**src/rtl/ctl_pkg.sv**
```systemverilog
// Package for the clock/timer register load executor.
// Assumes one core clock and the core's active-low asynchronous reset.
`default_nettype none
package ctl_pkg;
  // Opcodes of the three transfer instructions (10-bit words)
  localparam logic [9:0] CTL_OP_CLOCK_CTRL_LOAD = 10'h216;
  localparam logic [9:0] CTL_OP_TIMER_FLAG_LOAD = 10'h2AA;
  localparam logic [9:0] CTL_OP_PRESCALER_LOAD = 10'h235;
  // APB byte addresses
  localparam logic [7:0] CTL_ADDR_CTRL = 8'h00;
  localparam logic [7:0] CTL_ADDR_CLKCTL = 8'h04;
  localparam logic [7:0] CTL_ADDR_TFLAG = 8'h08;
  localparam logic [7:0] CTL_ADDR_PRESC = 8'h0C;
  // Field positions
  localparam int CTL_CTRL_EN_BIT = 0;
  localparam int CTL_PRESC_RELOAD_LSB = 0;
  localparam int CTL_PRESC_COUNT_LSB = 8;
  // Reset values
  localparam logic CTL_CTRL_EN_RST = 1'b1;
  localparam logic [3:0] CTL_CLKCTL_RST = 4'h0;
  localparam logic CTL_TFLAG_RST = 1'b0;
  localparam logic [7:0] CTL_PRESC_RST = 8'h00;
  // Decoded instruction kind
  typedef enum logic [1:0] {
    CTL_K_NONE = 2'b00,
    CTL_K_CLOCK = 2'b01,
    CTL_K_TFLAG = 2'b10,
    CTL_K_PRESC = 2'b11
  } ctl_kind_t;
endpackage
`default_nettype wire

```
**src/rtl/ctl_load_exec.sv**
```systemverilog
// Executes the clock control, timer flag and prescaler load instructions.
// Assumes the core sequencer presents opcode, accumulator and second work
// register on the core clock, with a one-cycle execute strobe per word.
`timescale 1ns/1ps
`default_nettype none
module ctl_load_exec
  import ctl_pkg::*;
(
  input wire logic ref_clk,
  input wire logic rst_b,
  input wire logic exec_strobe,
  input wire logic [9:0] opcode,
  input wire logic [3:0] acc,
  input wire logic [3:0] breg,
  output logic [3:0] clock_control_reg,
  output logic timer_control_flag,
  output logic [7:0] prescaler_counter,
  output logic [7:0] prescaler_reload_reg,
  output logic prescaler_load_pulse,
  output logic instr_done,
  output logic skip_next,
  output logic carry_write,
  input wire logic psel,
  input wire logic penable,
  input wire logic pwrite,
  input wire logic [7:0] paddr,
  input wire logic [31:0] pwdata,
  output logic [31:0] prdata,
  output logic pready,
  output logic pslverr
);

  ////////////////////////////////////////////////////////////////////////////
  // State
  typedef struct packed {
    logic en;             // Decoder enable, software controlled
    logic [3:0] clk_ctl;  // Clock control register
    logic tflag;          // Timer control bit
    logic [7:0] count;    // Prescaler counter value
    logic [7:0] reload;   // Prescaler reload value
    logic ld_pulse;       // Prescaler was just loaded
    logic done;           // An instruction of ours just completed
    logic skip;           // Skip request towards the sequencer, never raised
    logic cy_wr;          // Carry write request, never raised
    logic [31:0] rdata;   // APB read data
    logic ready;          // APB ready
    logic err;            // APB error
  } ctl_state_t;

  ctl_state_t st_r;
  ctl_state_t st_nxt;
  ctl_kind_t kind;

  // Opcode decode, shared by execute and checks
  function automatic ctl_kind_t decode(input logic [9:0] op);
    case (op)
      CTL_OP_CLOCK_CTRL_LOAD: decode = CTL_K_CLOCK;
      CTL_OP_TIMER_FLAG_LOAD: decode = CTL_K_TFLAG;
      CTL_OP_PRESCALER_LOAD: decode = CTL_K_PRESC;
      default: decode = CTL_K_NONE;
    endcase
  endfunction

  // Address check, used for the error response only
  function automatic logic mapped(input logic [7:0] a);
    mapped = (a == CTL_ADDR_CTRL) || (a == CTL_ADDR_CLKCTL) ||
             (a == CTL_ADDR_TFLAG) || (a == CTL_ADDR_PRESC);
  endfunction

  assign kind = decode(opcode);

  ////////////////////////////////////////////////////////////////////////////
  // Next state
  always_comb
  begin
    st_nxt = st_r;
    st_nxt.ld_pulse = 1'b0;
    st_nxt.done = 1'b0;
    // These loads never skip and never write the carry; kept as flops for clean outputs
    st_nxt.skip = 1'b0;
    st_nxt.cy_wr = 1'b0;
    // Instruction execute: single cycle, result visible next edge
    if (exec_strobe && st_r.en && kind != CTL_K_NONE)
    begin
      st_nxt.done = 1'b1;
      case (kind)
        CTL_K_CLOCK:
        begin
          st_nxt.clk_ctl = acc;
        end
        CTL_K_TFLAG:
        begin
          st_nxt.tflag = acc[0];
        end
        CTL_K_PRESC:
        begin
          // Counter and reload get the same byte
          st_nxt.count = {breg, acc};
          st_nxt.reload = {breg, acc};
          st_nxt.ld_pulse = 1'b1;
        end
        default:
        begin
          st_nxt.done = 1'b0;
        end
      endcase
    end
    // APB: ready one cycle into the access phase, then drop
    if (psel && penable && !st_r.ready)
    begin
      st_nxt.ready = 1'b1;
      st_nxt.err = !mapped(paddr);
      st_nxt.rdata = 32'h0000_0000;
      case (paddr)
        CTL_ADDR_CTRL: st_nxt.rdata[CTL_CTRL_EN_BIT] = st_r.en;
        CTL_ADDR_CLKCTL: st_nxt.rdata[3:0] = st_r.clk_ctl;
        CTL_ADDR_TFLAG: st_nxt.rdata[0] = st_r.tflag;
        CTL_ADDR_PRESC:
        begin
          st_nxt.rdata[CTL_PRESC_RELOAD_LSB +: 8] = st_r.reload;
          st_nxt.rdata[CTL_PRESC_COUNT_LSB +: 8] = st_r.count;
        end
        default: st_nxt.rdata = 32'h0000_0000;
      endcase
    end
    else
    begin
      st_nxt.ready = 1'b0;
      st_nxt.err = 1'b0;
    end
    // Write takes effect only at the completing edge; others are read-only
    if (psel && penable && st_r.ready && pwrite && paddr == CTL_ADDR_CTRL)
    begin
      st_nxt.en = pwdata[CTL_CTRL_EN_BIT];
    end
  end

  ////////////////////////////////////////////////////////////////////////////
  // State register
  always_ff @(posedge ref_clk or negedge rst_b)
  begin
    if (!rst_b)
    begin
      st_r <= '{en: CTL_CTRL_EN_RST, clk_ctl: CTL_CLKCTL_RST, tflag: CTL_TFLAG_RST,
                count: CTL_PRESC_RST, reload: CTL_PRESC_RST, ld_pulse: 1'b0,
                done: 1'b0, skip: 1'b0, cy_wr: 1'b0, rdata: 32'h0000_0000,
                ready: 1'b0, err: 1'b0};
    end
    else
    begin
      st_r <= st_nxt;
    end
  end

  // Outputs straight from state; these loads never skip or touch carry
  assign clock_control_reg = st_r.clk_ctl;
  assign timer_control_flag = st_r.tflag;
  assign prescaler_counter = st_r.count;
  assign prescaler_reload_reg = st_r.reload;
  assign prescaler_load_pulse = st_r.ld_pulse;
  assign instr_done = st_r.done;
  assign skip_next = st_r.skip;
  assign carry_write = st_r.cy_wr;
  assign prdata = st_r.rdata;
  assign pready = st_r.ready;
  assign pslverr = st_r.err;
endmodule
`default_nettype wire

```
**config.mk**
```make
export PLATFORM = sky130hd
export DESIGN_NAME = ctl_load_exec
export DESIGN_NICKNAME = d
export VERILOG_FILES = /design/src/rtl/ctl_pkg.sv /design/src/rtl/ctl_load_exec.sv
export SDC_FILE = /design/constraint.sdc
export NUM_CORES = 1
export LEC_CHECK = 0
export BUFFER_PORTS_ARGS = -buffer_cell sky130_fd_sc_hd__buf_4
export CAP_MARGIN = 25
export CORE_MARGIN = 8
export CORE_UTILIZATION = 41
export DETAILED_ROUTE_END_ITERATION = 8
export GPL_ROUTABILITY_DRIVEN = 0
export MAX_ROUTING_LAYER = met4
export PLACE_DENSITY = 0.8
export SKIP_CTS_REPAIR_TIMING = 1
export SLEW_MARGIN = 15
export SYNTH_ARGS = -nofsm -noshare
export SYNTH_HDL_FRONTEND = slang
export SYNTH_SLANG_ARGS = --single-unit
```
**constraint.sdc**
```tcl
create_clock -name ref_clk -period 5 [get_ports ref_clk]
set_input_delay 1.25 -clock ref_clk [delete_from_list [all_inputs] [get_ports ref_clk]]
set_output_delay 1.25 -clock ref_clk [all_outputs]
set_load 0.005 [all_outputs]
```
Word-level counts from Yosys, hierarchy flattened
Cells that the tools add are included.
- word-level logic and storage cells: 44
- output and inout port bits: 59
- bits in registers: 34
- bits of input ports: 64
- mux-type cells: 8
- reductions and logical operators: 18
- equality and inequality tests: 9
- operators with widths (cell ; number):
    $eq A10 B10 Y1 const B ; 3
    $eq A8 B4 Y1 const B ; 2
    $mux W12 ; 1
    $eq A8 B3 Y1 const B ; 1
    $logic_not A8 Y1 ; 1
    $logic_and A1 B1 Y1 ; 7
    $pmux W2 S3 ; 1
    $pmux W3 S2 ; 1
    $reduce_and A2 Y1 ; 3
    $eq A2 B2 Y1 const B ; 2
    $mux W2 ; 2
    $pmux W1 S4 ; 1
    $logic_or A1 B1 Y1 ; 3
    $reduce_or A3 Y1 ; 1
    $eq A2 B1 Y1 const B ; 1
    $logic_not A1 Y1 ; 2
    $mux W1 ; 2
    $reduce_bool A2 Y1 ; 1

Logic depth before layout (Yosys ltp)
- word-level depth: 6
- gate-level depth with buffers: 5
- depth with buffers taken out: 4

Worst setup path before layout
No wires, ideal clock.
- path kind: input-to-reg
- start: input port opcode[4]
- end: register st_r, in the netlist prescaler_reload_reg[0]
- buffers on the path: 1
- data arrival time: 2.612 ns
- stages on the path: 5
- setup time: 0.125 ns
- required time: 4.875 ns
- setup slack: 2.263 ns
- cells stage by stage: and4bb_2 a32o_1 or4b_1 buf_6 mux2_4
- cells in the longest elaborated chain, start to end: 5
- elaborated cells between the ends (all ways): 8
- classes of those cells: eq/ne: 4; mux: 1; reduce/logical: 3
- ends and longest elaborated chain (what ; line ; text):
    start: declaration ; ctl_load_exec.sv:12 ; input wire logic [9:0] opcode,
    $eq A10 B10 Y1 ; ctl_load_exec.sv:56 ; case (op)
    $pmux W2 S3 * ; ctl_load_exec.sv:56 ;
    $reduce_bool A2 Y1 ; ctl_load_exec.sv:83 ; if (exec_strobe && st_r.en && kind != CTL_K_NONE)
    $logic_and A1 B1 Y1 ; ctl_load_exec.sv:83 ;
    $reduce_and A2 Y1 (no line) * ; n/a ;
    end signal: assignment ; ctl_load_exec.sv:144 ; st_r <= '{en: CTL_CTRL_EN_RST, clk_ctl: CTL_CLKCTL_RST, tflag: CTL_TFLAG_RST,
    end signal: assignment ; ctl_load_exec.sv:151 ; st_r <= st_nxt;
    end: declaration ; ctl_load_exec.sv:50 ; ctl_state_t st_r;
Every way passes the cells marked *; elsewhere a longest branch is shown, timed or not.
A chain may end at the register's enable or synchronous reset.

Worst setup path after layout
- start: input port opcode[4]
- end: register st_r, in the netlist prescaler_reload_reg[5]
The elaborated chain is that of the path after synthesis.

==> impl_metrics.ini <==
[placed_design]
post-dp-hpwl_um = 3190
portBuffers = 73

[synthesis]
synthMuxAreaShare = 0.121
syn_area_um2 = 1730
synth_edf_count = 0
synth.distinct_cells = 34
synth_xor_xnor_area_share = 0
synth_simple_gate_area_frac = 0.135
async_reset_ff_frac = 1.00
synthCells = 154
synth-compound-area-share = 0.0570
yosysTopAreaCell = dfrtp_1
synthFlopType = dfrtp_1
ys_ff_latch = 30
yosysWarnings = 0
synth_fa_ha_area_frac = 0
seq_area_frac_synth = 0.434
synth_top_family_by_area = buffers and inverters
synth_top_area_frac = 0.418
syn_avg_cell_area_um2 = 11.3
synth_area_leaders = dfrtp_1 (42%), buf_4 (23%), mux2_4 (6.9%)

[clock_tree]
cts_buffers = 5
htreeDepth = 2
max-clock-path-buffers = 2
cts_sinks = 30
clk_latency_ns = 0.27
cts_root_buf = clkbuf_8
cts_tree = done
clkTransAtPathRegs_ns = 0.06

[die]
initial_core_util = 0.430
core_um2 = 4030
dieHeight_um = 81.0
io_pins = 123
die_x_um = 81.0
rows = 23
die_area_um2 = 6570

[routing]
antenna_left = 0
postRouteWirelength_um = 3860
routedWlPerCell_um = 15.7
avgViaCountPerCell = 4.67
first_pass_iters = 4
drcViolationCount = 0
vias = 1149
first_iter_violations = 54

[sta]
period_needed_ns = 2.85
setup_viol = 0
whs_ns = 0.478
drv_slew = 0
finalHoldViolCount = 0
finalClockSkew_ns = 0.00400
tightest_slew_ns = 0.652
rsz0062_at_grt = false
fmax_mhz = 351
timing.final.crit_share = 0.570
tns_ns = 0
max_slew_margin = 0.563

[layout]
drive_above_1_share = 0.526
fin_nets = 259
final_cell_mix = buf_4 (73), dfrtp_1 (29), conb_1 (18)
n_antenna_cell = 0
final_common_cell = buf_4
largest_reg_flops = 12
area_growth_pct = 21.0

[setup_path]
critPathLaunchType = input pin
crit_path_end_kind = register
worstPathRequired_ns = 5.16
critPathKind = in -> reg
path_max_fanout = 9
crit_arrival_ns = 3.01

[power]
switching_power_uw = 106
combPwrFrac = 0.079
p_leak_nw = 1.17
power_frac_clock = 0.442
p_int_uw = 403
swShare = 0.209
powerDensity_nw_per_um2 = 243
peakVddDrop_uv = 102
pwr-share-seq = 0.479

[grt]
grt_pass1_wl_um = 6080
grt_usage = 0.124
grt_start_max_net_pins = 31
antenna_found_initial = 0
grt_pass1_vias = 1215
grt.overflow.total = 0

[worst_hold_path]
min-delay-path-class = reg -> reg

[run]
drv_cap = 0

[run_status]
status = completed
-- power groups by stage --
stage / sequential, mW / clock, mW / combinational [mW]
6_report: 0.244 / 0.225 / 0.0401
5_1_grt: 0.244 / 0.240 / 0.0448
2_1_floorplan: 0.249 / 0 / 0.0213
4_1_cts: 0.244 / 0.231 / 0.0403
3_3_place_gp: 0.249 / 0 / 0.0391
3_5_place_dp: 0.249 / 0 / 0.0402
-- through the flow --
stage	utilization	power [mW]	area, um2	cells	setup WS (ns)
after floorplan	-	0.270	1800	171	2.26
after global placement	0.493	0.288	1990	238	1.90
after detailed placement	0.493	0.289	1990	238	1.86
after CTS	0.521	0.515	2100	246	2.16
after global routing	0.521	0.529	2100	246	2.09
final	0.521	0.510	2100	246	2.15
-- per-layer routing --
metal	track usage	wire length, um
met5	-	0
met4	0.0696	102
met3	0.0287	288
met2	0.213	2090
met1	0.130	1370
-- logic make-up (layout without fill, tap and decap cells) --
| family | count (synthesis) | after routing |
|---|---|---|
| mux | 15 | 15 |
| compound gates | 12 | 12 |
| flops | 30 | 30 |
| buf+inv | 60 | 85 |
| other cells | 1 | 18 |
| simple gates | 36 | 36 |
-- synthesized netlist by cell type, drive strengths merged, types with 2 or more instances --
library cell / number
a22oi: 2
buf: 55
dfrtp: 29
a22o: 5
nor4: 2
nor3b: 2
inv: 4
nand4b: 2
nor2: 2
mux2: 14
nand2: 17
and4bb: 2
-- critical path, stage by stage --
cell      delay (ns)
buf_4           0.11
and4bb_2        0.28
a32o_1          0.23
or4b_1          0.74
mux2_4          0.40
-- final timing paths --
| path | to | slack (ns) | startpoint | cells past startpoint |
|---|---|---|---|---|
| max | prescaler_reload_reg[5] | 2.15 | opcode[4] | 5 |
| min | prdata[9] | 0.48 | prdata[9] | 2 |
| max reg2reg | prescaler_reload_reg[5] | 3.03 | st_r[59] | 3 |
| min reg2reg | prdata[9] | 0.48 | prdata[9] | 2 |
| max in group asynchronous | st_r[59] | 3.79 | rst_b | 1 |
| min in group asynchronous | prescaler_load_pulse | 0.89 | rst_b | 1 |
-- final cells by class --
| class | instances | area [um2] |
|---|---|---|
| inverter | 4 | 15.0 |
| timing repair buffer | 73 | 548 |
| sequential | 30 | 752 |
| clock buffer | 8 | 110 |
| fill | 398 | 1930 |
| tap | 50 | 62.6 |
| multi-input combinational | 81 | 611 |
Note: power is estimated with default switching activity, not from simulation.
